<file path="src/verilog/crld_params.svh">
// constants for the control register load decoder
`ifndef CRLD_PARAMS_SVH
`define CRLD_PARAMS_SVH

// instruction codes, 10-bit words
`define CRLD_OP_INT_ONE 10'h03f
`define CRLD_OP_INT_TWO 10'h03e
`define CRLD_OP_TMR_TWO 10'h20f
`define CRLD_OP_TMR_ONE_DEFAULT 10'h20e

// one-hot positions of the four loads
`define CRLD_HIT_INT_ONE 0
`define CRLD_HIT_INT_TWO 1
`define CRLD_HIT_TMR_ONE 2
`define CRLD_HIT_TMR_TWO 3

// register byte offsets
`define CRLD_OFS_CTRL 8'h00
`define CRLD_OFS_STATUS 8'h04
`define CRLD_OFS_INT_ONE 8'h08
`define CRLD_OFS_INT_TWO 8'h0c
`define CRLD_OFS_TMR_ONE 8'h10
`define CRLD_OFS_TMR_TWO 8'h14

// field positions
`define CRLD_CTRL_CLR_BIT 0
`define CRLD_STAT_SEEN_LSB 0
`define CRLD_STAT_CNT_LSB 4
`define CRLD_STAT_LAST_LSB 12

// reset values
`define CRLD_RST_CTRL_REG 4'h0
`define CRLD_RST_CNT 8'h00

// bus answers
`define CRLD_RESP_OKAY 2'b00
`define CRLD_RESP_DECERR 2'b11

`endif

</file>
<file path="src/verilog/crld_pkg.sv">
// types shared by the control register load decoder
package crld_pkg;

    // bus request from the master
    typedef struct packed {
        logic        awvalid;
        logic [7:0]  awaddr;
        logic        wvalid;
        logic [31:0] wdata;
        logic [3:0]  wstrb;
        logic        bready;
        logic        arvalid;
        logic [7:0]  araddr;
        logic        rready;
    } crld_axi_req_t;

    // bus answer from the slave
    typedef struct packed {
        logic        awready;
        logic        wready;
        logic        bvalid;
        logic [1:0]  bresp;
        logic        arready;
        logic        rvalid;
        logic [31:0] rdata;
        logic [1:0]  rresp;
    } crld_axi_rsp_t;

    // the four control registers
    typedef struct packed {
        logic [3:0] intCtrlRegOne;
        logic [3:0] intCtrlRegTwo;
        logic [3:0] timerCtrlRegOne;
        logic [3:0] timerCtrlRegTwo;
    } crld_ctrl_regs_t;

    // whole state of the top module
    typedef struct packed {
        crld_ctrl_regs_t regs;
        crld_axi_rsp_t   rsp;
        logic            awGot;
        logic            wGot;
        logic [7:0]      awAddr;
        logic [31:0]     wData;
        logic            wLane0;
        logic [3:0]      seen;
        logic [7:0]      loadCnt;
        logic [1:0]      lastLoad;
        logic            loadDone;
    } crld_state_t;

endpackage : crld_pkg

</file>
<file path="src/verilog/crld_ctrl_load.sv">
// control register load decoder with bus access to its registers
//
// Overview of operation
// - executing the first interrupt load copies the accumulator into interrupt register one.
// - word 03F is the first interrupt load, one word and one cycle long.
// - executing the second interrupt load copies the accumulator into interrupt register two.
// - word 03E is the second interrupt load, one word and one cycle long.
// - executing the first timer load copies the accumulator into timer register one.
// - executing the second timer load copies the accumulator into timer register two.
// - word 20F is the second timer load, one word and one cycle long.
//
// The AXI4-Lite interface to the registers and the placing of the registers are this design's own decisions.
`timescale 1ns/1ps
`include "crld_params.svh"

module crld_ctrl_load
    import crld_pkg::*;
#(
    parameter logic [9:0] TMR_ONE_OP = `CRLD_OP_TMR_ONE_DEFAULT
) (
    input wire logic mclk, // instruction clock
    input wire logic reset, // synchronous reset, high
    input wire logic [9:0] instrWord, // word being executed
    input wire logic instrExec, // one cycle per executed word
    input wire logic [3:0] accValue, // accumulator contents
    input wire crld_axi_req_t axiReq, // bus request
    output crld_axi_rsp_t axiRsp, // bus answer
    output crld_ctrl_regs_t ctrlRegs, // the four control registers
    output logic loadDone // pulse after any load
);

    crld_state_t cur;
    crld_state_t next_cur;
    logic [3:0] hitVec;

    ////////////////////////////////////////////////////////////////////////
    // read mux, shared by the read path and nothing else written twice
    function automatic logic [31:0] readReg(input logic [7:0] addr, input crld_state_t s);
        logic [31:0] v;
        v = 32'h0;
        case (addr)
            `CRLD_OFS_CTRL: v = 32'h0;
            `CRLD_OFS_STATUS: begin
                v[`CRLD_STAT_SEEN_LSB +: 4] = s.seen;
                v[`CRLD_STAT_CNT_LSB +: 8] = s.loadCnt;
                v[`CRLD_STAT_LAST_LSB +: 2] = s.lastLoad;
            end
            `CRLD_OFS_INT_ONE: v[3:0] = s.regs.intCtrlRegOne;
            `CRLD_OFS_INT_TWO: v[3:0] = s.regs.intCtrlRegTwo;
            `CRLD_OFS_TMR_ONE: v[3:0] = s.regs.timerCtrlRegOne;
            `CRLD_OFS_TMR_TWO: v[3:0] = s.regs.timerCtrlRegTwo;
            default: v = 32'h0;
        endcase
        return v;
    endfunction : readReg

    function automatic logic addrMapped(input logic [7:0] addr);
        logic m;
        m = 1'b0;
        case (addr)
            `CRLD_OFS_CTRL, `CRLD_OFS_STATUS, `CRLD_OFS_INT_ONE,
            `CRLD_OFS_INT_TWO, `CRLD_OFS_TMR_ONE, `CRLD_OFS_TMR_TWO: m = 1'b1;
            default: m = 1'b0;
        endcase
        return m;
    endfunction : addrMapped

    ////////////////////////////////////////////////////////////////////////
    // opcode match
    crld_decode #(
        .TMR_ONE_OP(TMR_ONE_OP)
    ) u_decode (
        .instrWord(instrWord),
        .instrExec(instrExec),
        .hitVec(hitVec)
    );

    ////////////////////////////////////////////////////////////////////////
    // next state
    always_comb begin
        logic doWrite;
        logic doRead;
        logic clrSeen;
        doWrite = 1'b0;
        doRead = 1'b0;
        clrSeen = 1'b0;
        next_cur = cur;
        next_cur.loadDone = |hitVec;

        // only the addressed register moves; acc has no path back from here
        if (hitVec[`CRLD_HIT_INT_ONE]) begin
            next_cur.regs.intCtrlRegOne = accValue;
        end
        if (hitVec[`CRLD_HIT_INT_TWO]) begin
            next_cur.regs.intCtrlRegTwo = accValue;
        end
        if (hitVec[`CRLD_HIT_TMR_ONE]) begin
            next_cur.regs.timerCtrlRegOne = accValue;
        end
        if (hitVec[`CRLD_HIT_TMR_TWO]) begin
            next_cur.regs.timerCtrlRegTwo = accValue;
        end

        // write channel capture, address and data in either order
        if (axiReq.awvalid && cur.rsp.awready) begin
            next_cur.awGot = 1'b1;
            next_cur.awAddr = axiReq.awaddr;
        end
        if (axiReq.wvalid && cur.rsp.wready) begin
            next_cur.wGot = 1'b1;
            next_cur.wData = axiReq.wdata;
            next_cur.wLane0 = axiReq.wstrb[0];
        end
        if (next_cur.awGot && next_cur.wGot && !cur.rsp.bvalid) begin
            doWrite = 1'b1;
        end
        if (cur.rsp.bvalid && axiReq.bready) begin
            next_cur.rsp.bvalid = 1'b0;
        end
        if (doWrite) begin
            next_cur.awGot = 1'b0;
            next_cur.wGot = 1'b0;
            next_cur.rsp.bvalid = 1'b1;
            next_cur.rsp.bresp = addrMapped(next_cur.awAddr) ? `CRLD_RESP_OKAY
                                                             : `CRLD_RESP_DECERR;
            // register images are read only; only the clear strobe acts
            if (next_cur.awAddr == `CRLD_OFS_CTRL && next_cur.wLane0 &&
                next_cur.wData[`CRLD_CTRL_CLR_BIT]) begin
                clrSeen = 1'b1;
            end
        end

        // loaded-since-clear bits and counter; a load in the clear cycle wins
        if (clrSeen) begin
            next_cur.seen = 4'h0;
            next_cur.loadCnt = `CRLD_RST_CNT;
        end
        if (|hitVec) begin
            next_cur.seen = next_cur.seen | hitVec;
            next_cur.loadCnt = clrSeen ? 8'h01 : cur.loadCnt + 8'h01;
            case (hitVec)
                4'h1: next_cur.lastLoad = 2'h0;
                4'h2: next_cur.lastLoad = 2'h1;
                4'h4: next_cur.lastLoad = 2'h2;
                4'h8: next_cur.lastLoad = 2'h3;
                default: next_cur.lastLoad = cur.lastLoad;
            endcase
        end

        // read channel, one outstanding read
        if (cur.rsp.rvalid && axiReq.rready) begin
            next_cur.rsp.rvalid = 1'b0;
        end
        if (axiReq.arvalid && cur.rsp.arready) begin
            doRead = 1'b1;
        end
        if (doRead) begin
            next_cur.rsp.rvalid = 1'b1;
            next_cur.rsp.rdata = readReg(axiReq.araddr, cur);
            next_cur.rsp.rresp = addrMapped(axiReq.araddr) ? `CRLD_RESP_OKAY
                                                           : `CRLD_RESP_DECERR;
        end

        // readies are registered; one transfer of each kind at a time
        next_cur.rsp.awready = !next_cur.awGot && !next_cur.rsp.bvalid;
        next_cur.rsp.wready = !next_cur.wGot && !next_cur.rsp.bvalid;
        next_cur.rsp.arready = !next_cur.rsp.rvalid;
    end

    ////////////////////////////////////////////////////////////////////////
    // state register
    always_ff @(posedge mclk) begin
        if (reset) begin
            cur <= '0;
            cur.regs.intCtrlRegOne <= `CRLD_RST_CTRL_REG;
            cur.regs.intCtrlRegTwo <= `CRLD_RST_CTRL_REG;
            cur.regs.timerCtrlRegOne <= `CRLD_RST_CTRL_REG;
            cur.regs.timerCtrlRegTwo <= `CRLD_RST_CTRL_REG;
            cur.loadCnt <= `CRLD_RST_CNT;
        end else begin
            cur <= next_cur;
        end
    end

    // outputs straight from the state flops
    assign axiRsp = cur.rsp;
    assign ctrlRegs = cur.regs;
    assign loadDone = cur.loadDone;

    wire execIntOne = instrExec && instrWord == `CRLD_OP_INT_ONE;
    wire execIntTwo = instrExec && instrWord == `CRLD_OP_INT_TWO;
    wire execTmrOne = instrExec && instrWord == TMR_ONE_OP;
    wire execTmrTwo = instrExec && instrWord == `CRLD_OP_TMR_TWO;
endmodule : crld_ctrl_load

</file>
<file path="src/verilog/crld_decode.sv">
// opcode matcher for the four control register loads
`timescale 1ns/1ps
`include "crld_params.svh"

module crld_decode #(
    parameter logic [9:0] TMR_ONE_OP = `CRLD_OP_TMR_ONE_DEFAULT
) (
    input wire logic [9:0] instrWord, // word in execute
    input wire logic instrExec, // execute strobe
    output logic [3:0] hitVec // one-hot load select
);

    ////////////////////////////////////////////////////////////////////////
    // each pattern is a full 10-bit compare, so no other word can alias
    always_comb begin
        hitVec = 4'h0;
        if (instrExec) begin
            hitVec[`CRLD_HIT_INT_ONE] = (instrWord == `CRLD_OP_INT_ONE);
            hitVec[`CRLD_HIT_INT_TWO] = (instrWord == `CRLD_OP_INT_TWO);
            hitVec[`CRLD_HIT_TMR_ONE] = (instrWord == TMR_ONE_OP);
            hitVec[`CRLD_HIT_TMR_TWO] = (instrWord == `CRLD_OP_TMR_TWO);
        end
    end

endmodule : crld_decode

</file>
<file path="config.mk">
export PLATFORM = sky130hd
export DESIGN_NAME = crld_ctrl_load
export DESIGN_NICKNAME = d
export VERILOG_FILES = /design/src/verilog/crld_pkg.sv /design/src/verilog/crld_ctrl_load.sv /design/src/verilog/crld_decode.sv
export VERILOG_INCLUDE_DIRS = /design/src /design/src/verilog
export SDC_FILE = /design/constraint.sdc
export NUM_CORES = 1
export LEC_CHECK = 0
export ABC_CLOCK_PERIOD_IN_PS = 1730
export BUFFER_PORTS_ARGS = -buffer_cell sky130_fd_sc_hd__buf_2
export CAP_MARGIN = 20
export CORE_MARGIN = 5
export CORE_UTILIZATION = 44
export CTS_BUF_LIST = sky130_fd_sc_hd__clkbuf_8
export DETAILED_ROUTE_END_ITERATION = 6
export GPL_TIMING_DRIVEN = 0
export PLACE_DENSITY = 0.78
export SYNTH_ARGS = -nofsm -noshare
export SYNTH_HDL_FRONTEND = slang
export SYNTH_SLANG_ARGS = --single-unit
</file>
<file path="constraint.sdc">
create_clock -name mclk -period 1.73 [get_ports mclk]
set_clock_uncertainty 0.15 [all_clocks]
set_input_delay 0.2595 -clock mclk [delete_from_list [all_inputs] [get_ports mclk]]
set_output_delay 0.2595 -clock mclk [all_outputs]
set_load 0.005 [all_outputs]
</file>
Word level (Yosys, flattened, before mapping):

Index checks and enable logic that the tools add are counted.

* output and inout bits: 58
* register bits after elaboration: 66
* input bits: 74
* logic and storage cells: 91

* add/subtract/negate cells: 1
* reduce and logical (&&, ||, !) cells: 24
* equality and inequality tests: 18
* bitwise logic cells: 1
* mux-type cells: 26

Operators by type and width (number)
* $mux 35: 1
* $eq 8x4->1 const B: 4
* $eq 8x5->1 const B: 4
* $eq 10x10->1 const B: 2
* $eq 10x6->1 const B: 2
* $pmux 4 s5: 1
* $eq 8x3->1 const B: 2
* $logic_not 8->1: 2
* $mux 8: 2
* $mux 14: 1
* $mux 1: 12
* $mux 12: 1
* $reduce_or 6->1: 2
* $logic_and 1x1->1: 11
* $mux 10: 1
* $add 8x1->8 const B: 1
* $mux 2: 4
* $pmux 2 s4: 1
* $logic_not 1->1: 5
* $eq 4x1->1 const B: 1
* $eq 4x2->1 const B: 1
* $eq 4x3->1 const B: 1
* $eq 4x4->1 const B: 1
* $mux 4: 1
* other kinds (6): 6

Depth between registers and ports, before layout:

* depth in word-level cells: 10
* gate-level depth with buffers: 7
* mapped depth without buffers: 5

By module:

From an unflattened synthesis, not the netlist that was laid out.

* cells, all modules: 355
* area, all modules: 3191.8 um^2

Modules (own cells, without submodules)
* crld_ctrl_load: area an instance 3126.7 um^2, sequential area each 1281.2 um^2, instances 1, cells each 346
* crld_decode: area an instance 65.1 um^2, sequential area each 0.0 um^2, instances 1, cells each 9

Worst setup path before layout:

OpenSTA, ideal clock, no wires.

* kind: input-to-reg
* start point: input port instrWord[7]
* end point: register cur (netlist bit ctrlRegs[3])
* stages: 7
* setup time: 0.128 ns
* path buffers: 2
* setup slack: -0.171 ns
* arrival: 1.624 ns
* required time: 1.452 ns
* cell sequence: or3_4 -> or2_0 -> buf_2 -> or3_1 -> buf_6 -> mux2i_1 -> nor2_1

* longest elaborated chain between the ends: 2

RTL lines
* start: declaration: RTL line crld_ctrl_load.sv:23 `input wire logic [9:0] instrWord,`
* $eq 10x10->1 (no source line)
* $mux 4: RTL line crld_decode.sv:17 `if (instrExec) begin`
* end signal: assignment: RTL line crld_ctrl_load.sv:181 `cur <= next_cur;`
* end: declaration: RTL line crld_ctrl_load.sv:32 `crld_state_t cur;`

No other way between the ends.
A chain may end at the register's enable or synchronous reset.

Final worst setup path:

* start point: input port instrWord[7]
* end point: register cur (netlist bit ctrlRegs[0])

Same word-level chain as after synthesis.

==> metrics.txt <==
# TYPE chip_impl_metric gauge
chip_impl_metric{name="synth_compound_gate_area_share",unit=""} 0.111
chip_impl_metric{name="max_stage_delay",unit="ps"} 440
chip_impl_info{name="timing.critical_path.from_type",value="input pin"} 1
chip_impl_metric{name="port_buffers",unit=""} 78
chip_impl_metric{name="timing.final.setup_violations",unit=""} 0
chip_impl_info{name="ys.flop_type",value="dfxtp_1"} 1
chip_impl_info{name="slowest_stage_cell_on_the_critical_path",value="or3_4"} 1
chip_impl_metric{name="fp.dieH",unit="um"} 93.3
chip_impl_metric{name="grt_pass1_vias",unit=""} 2647
chip_impl_metric{name="synth_cells",unit=""} 350
chip_impl_info{name="critical_path.top_delay_family",value="simple AND/OR/NAND/NOR gates"} 1
chip_impl_metric{name="endpoints_failing_hold",unit=""} 0
chip_impl_metric{name="critPathMaxFanout",unit=""} 6
chip_impl_info{name="rsz0062_at_grt",value="true"} 1
chip_impl_info{name="clock_tree_from_tritoncts",value="done"} 1
chip_impl_metric{name="die_width",unit="um"} 93.3
chip_impl_metric{name="multi_input_area",unit="um2"} 1430
chip_impl_metric{name="vias_per_cell",unit=""} 4.96
chip_impl_metric{name="detailedRoute.firstIterationViolations",unit=""} 127
chip_impl_metric{name="cts_inserted_buffers",unit=""} 9
chip_impl_metric{name="max_slew.worst_pin.slew",unit="ps"} 560
chip_impl_metric{name="synth-seq-cells",unit=""} 64
chip_impl_metric{name="synth_edf_count",unit=""} 0
chip_impl_metric{name="lkg_pwr",unit="uW"} 0.00191
chip_impl_metric{name="grt_start_max_net_pins",unit=""} 11
chip_impl_metric{name="vias",unit=""} 2710
chip_impl_metric{name="netlist-cell-type-count",unit=""} 44
chip_impl_metric{name="async_s_r_ff_share_synth",unit=""} 0
chip_impl_info{name="hold_path.class",value="in -> reg"} 1
chip_impl_metric{name="insertion_delay",unit="ps"} 340
chip_impl_info{name="cp_cell_sequence",value="buf_6 -> or3_4 -> or2_0 -> buf_4 -> or3_4 -> mux2i_1 -> nor2_1"} 1
chip_impl_metric{name="clock-sinks",unit=""} 64
chip_impl_metric{name="synthToLayoutAreaGrowth",unit="%"} 30.5
chip_impl_metric{name="drv.max_cap_violation_count",unit=""} 0
chip_impl_metric{name="synth_area_per_cell",unit="um2"} 8.73
chip_impl_metric{name="final.fill_count",unit=""} 614
chip_impl_metric{name="power.density_cell_area",unit="nW/um2"} 776
chip_impl_metric{name="synthesis.area",unit="um2"} 3050
chip_impl_info{name="cp-end-kind",value="register"} 1
chip_impl_info{name="path_class",value="in -> reg"} 1
chip_impl_metric{name="grt_overflow",unit=""} 0
chip_impl_metric{name="utilization",unit=""} 0.590
chip_impl_metric{name="postRouteWirelength",unit="mm"} 7.31
chip_impl_metric{name="max_freq",unit="MHz"} 580
chip_impl_metric{name="drtAntennaViolNets",unit=""} 0
chip_impl_info{name="path_common_cell",value="or3_4"} 1
chip_impl_metric{name="ys_seq_area_frac",unit=""} 0.420
chip_impl_info{name="clock_root_buffer",value="clkbuf_8"} 1
chip_impl_info{name="status",value="complete, no violations"} 1
chip_impl_metric{name="synth.yosys.warnings",unit=""} 0
chip_impl_metric{name="dpl.hpwl",unit="mm"} 5.37
chip_impl_metric{name="sequential_cell_area",unit="um2"} 1290
chip_impl_metric{name="die_area",unit="um2"} 8710
chip_impl_metric{name="start_util",unit=""} 0.452
chip_impl_metric{name="num_antenna_cells",unit=""} 0
chip_impl_metric{name="finalWorstPathRequiredPeriod",unit="ps"} 1730
chip_impl_metric{name="drive_above_1_share",unit=""} 0.386
chip_impl_metric{name="ios",unit=""} 132
chip_impl_metric{name="synth_mux_area_frac",unit=""} 0.0819
chip_impl_metric{name="critical_path_data_arrival_time",unit="ps"} 1790
chip_impl_metric{name="slew_headroom",unit=""} 0.627
chip_impl_metric{name="num_rows",unit=""} 30
chip_impl_metric{name="antenna_found_initial",unit=""} 0
chip_impl_metric{name="grtUsageTotal",unit=""} 0.172
chip_impl_metric{name="worst-path-buf-inv",unit=""} 2
chip_impl_metric{name="synth_simple_gate_area_share",unit=""} 0.198
chip_impl_info{name="dominant_combinational_cell_family_by_area_after_synthesis",value="simple AND/OR/NAND/NOR gates"} 1
chip_impl_metric{name="htree_levels",unit=""} 3
chip_impl_metric{name="post-route-drc-count",unit=""} 0
chip_impl_metric{name="fin_total_pwr",unit="uW"} 3090
chip_impl_metric{name="synth-adder-area-share",unit=""} 0.00410
chip_impl_metric{name="detailedRoute.firstPassIterationCount",unit=""} 4
chip_impl_metric{name="worst_ep_required_time",unit="ps"} 1800
chip_impl_metric{name="grt_first_pass_wirelength",unit="mm"} 12.0
chip_impl_metric{name="gp_congestion",unit=""} 0.816
chip_impl_metric{name="xor_xnor_fraction_of_synth_area",unit=""} 0.0172
chip_impl_metric{name="mean_routed_wirelength_per_cell",unit="um"} 13.4
chip_impl_metric{name="core",unit="um2"} 6760
chip_impl_metric{name="cts-root-to-sink-buffers",unit=""} 2
chip_impl_metric{name="slew_viol_final",unit=""} 0
chip_impl_metric{name="final.period_utilization",unit=""} 0.997
chip_impl_metric{name="nets",unit=""} 536
chip_impl_metric{name="ir_drop",unit="uV"} 330
chip_impl_metric{name="clk_pin_slew",unit="ps"} 70
-- registers in the layout, summed over array words and instances (netlist names) --
signal and flops:
axiRsp 21, ctrlRegs 16, cur 26, loadDone 1
-- through the flow --
step / instance area [um2] / worst slack [ps] / setup TNS (ps) / hold WS, ps / instances
floorplan: 3130 / -171 / -2260 / 245 / 367
global placement: 3620 / -431 / -12200 / 260 / 525
detailed placement: 3620 / -458 / -13100 / 268 / 525
CTS: 3930 / -8.20 / -8.20 / 3.70 / 544
global route: 3990 / -80.6 / -745 / 27.7 / 546
finish: 3990 / 4.66 / 0 / 10.1 / 546
-- worst register-to-register path, cell delays in order, from the launching register on --
cell and delay [ps]:
dfxtp_2 320, or3_4 390, nor4_4 210, o2111ai_4 210
nand2b_1 150, buf_6 130, nor2_1 50
-- per-layer routing --
layer | vias to the layer above | wire length [um] | track usage
li1 | 1346 | - | -
met1 | 1256 | 3010 | 0.202
met2 | 96 | 3640 | 0.298
met3 | 12 | 498 | 0.0362
met4 | 0 | 163 | 0.0818
met5 | - | 0 | 0
-- what timing repair did --
item | 4_1_cts | 5_1_grt
hold buffers | 0 | 0
endpoints found under the hold margin | 0 | 0
endpoints found under the setup margin | 21 | 26
gates resized for setup | 19 | 11
gates cloned | 0 | 0
pin swaps | 4 | 5
setup buffers | 3 | 3
-- report_power, final --
part	switching [uW]	leakage, uW	internal, uW
combinational	184	0.00129	180
clock	548	0.000107	642
sequential	26.9	0.000520	1510
-- path summary, 6_finish.rpt --
path / from / end / slack [ps] / cells after the start
max: instrWord[7] / ctrlRegs[0] / 5 / 7
min: axiReq[53] / cur[53] / 10 / 3
max reg2reg: cur[48] / cur[9] / 10 / 6
min reg2reg: cur[57] / axiRsp[40] / 290 / 1
-- logic make-up (layout without fill, tap and decap cells) --
group,after synthesis,count (layout)
flops,64,64
simple gates,126,126
other cells,1,18
compound gates,52,52
buf+inv,75,174
mux,25,25
fa+ha+maj,1,1
xor+xnor,6,6
-- synth_stat cells (2+ instances only) --
| master | number | area [um2] |
|---|---|---|
| or3_1 | 4 | 25.0 |
| nor3_1 | 9 | 45.0 |
| a21oi_1 | 22 | 110 |
| nand2b_1 | 4 | 25.0 |
| o22ai_1 | 4 | 25.0 |
| nand2_1 | 31 | 116 |
| mux2i_1 | 25 | 250 |
| buf_2 | 2 | 10.0 |
| dfxtp_1 | 64 | 1280 |
| and3_1 | 3 | 18.8 |
| a22oi_1 | 10 | 75.1 |
| nor3_2 | 2 | 20.0 |
| nor2_1 | 49 | 184 |
| buf_4 | 58 | 435 |
| a221oi_1 | 4 | 35.0 |
| clkbuf_1 | 12 | 45.0 |
| nor4_1 | 3 | 18.8 |
| and2_1 | 3 | 18.8 |
| nand4_1 | 5 | 31.3 |
| nand3_1 | 4 | 20.0 |
| xor2_1 | 6 | 52.6 |
| a211oi_1 | 2 | 15.0 |
| inv_1 | 2 | 7.51 |
| nor2b_1 | 2 | 12.5 |
-- area by class of cell --
| type | count | area share |
|---|---|---|
| Clock buffer | 9 | 0.0311 |
| Inverter | 2 | 0.00188 |
| Clock inverter | 7 | 0.0141 |
| Sequential cell | 64 | 0.323 |
| Timing Repair Buffer | 84 | 0.116 |
| Tap cell | 80 | 0.0251 |
| Buffer | 72 | 0.129 |
| Multi-Input combinational cell | 228 | 0.359 |
-- cell usage in the layout (no fill, tap or decap), types with 2 or more instances in the layout --
cell,n
a211oi_1,2
clkinv_2,3
mux2i_1,25
nor3_4,2
a221oi_1,4
a21oi_1,21
nand2_1,30
nand3_1,4
buf_4,62
and2_1,2
dfxtp_1,61
clkbuf_8,10
o22ai_1,4
a22oi_1,10
clkbuf_1,10
buf_2,76
xor2_1,6
and3_1,3
conb_1,18
nor2b_1,2
or3_4,4
nand2b_1,4
nand4_1,5
nor2_1,48
nor3_1,8
inv_1,5
buf_6,5
nor4_4,2
dfxtp_2,2
No activity file was read; power rests on OpenSTA's default activity.
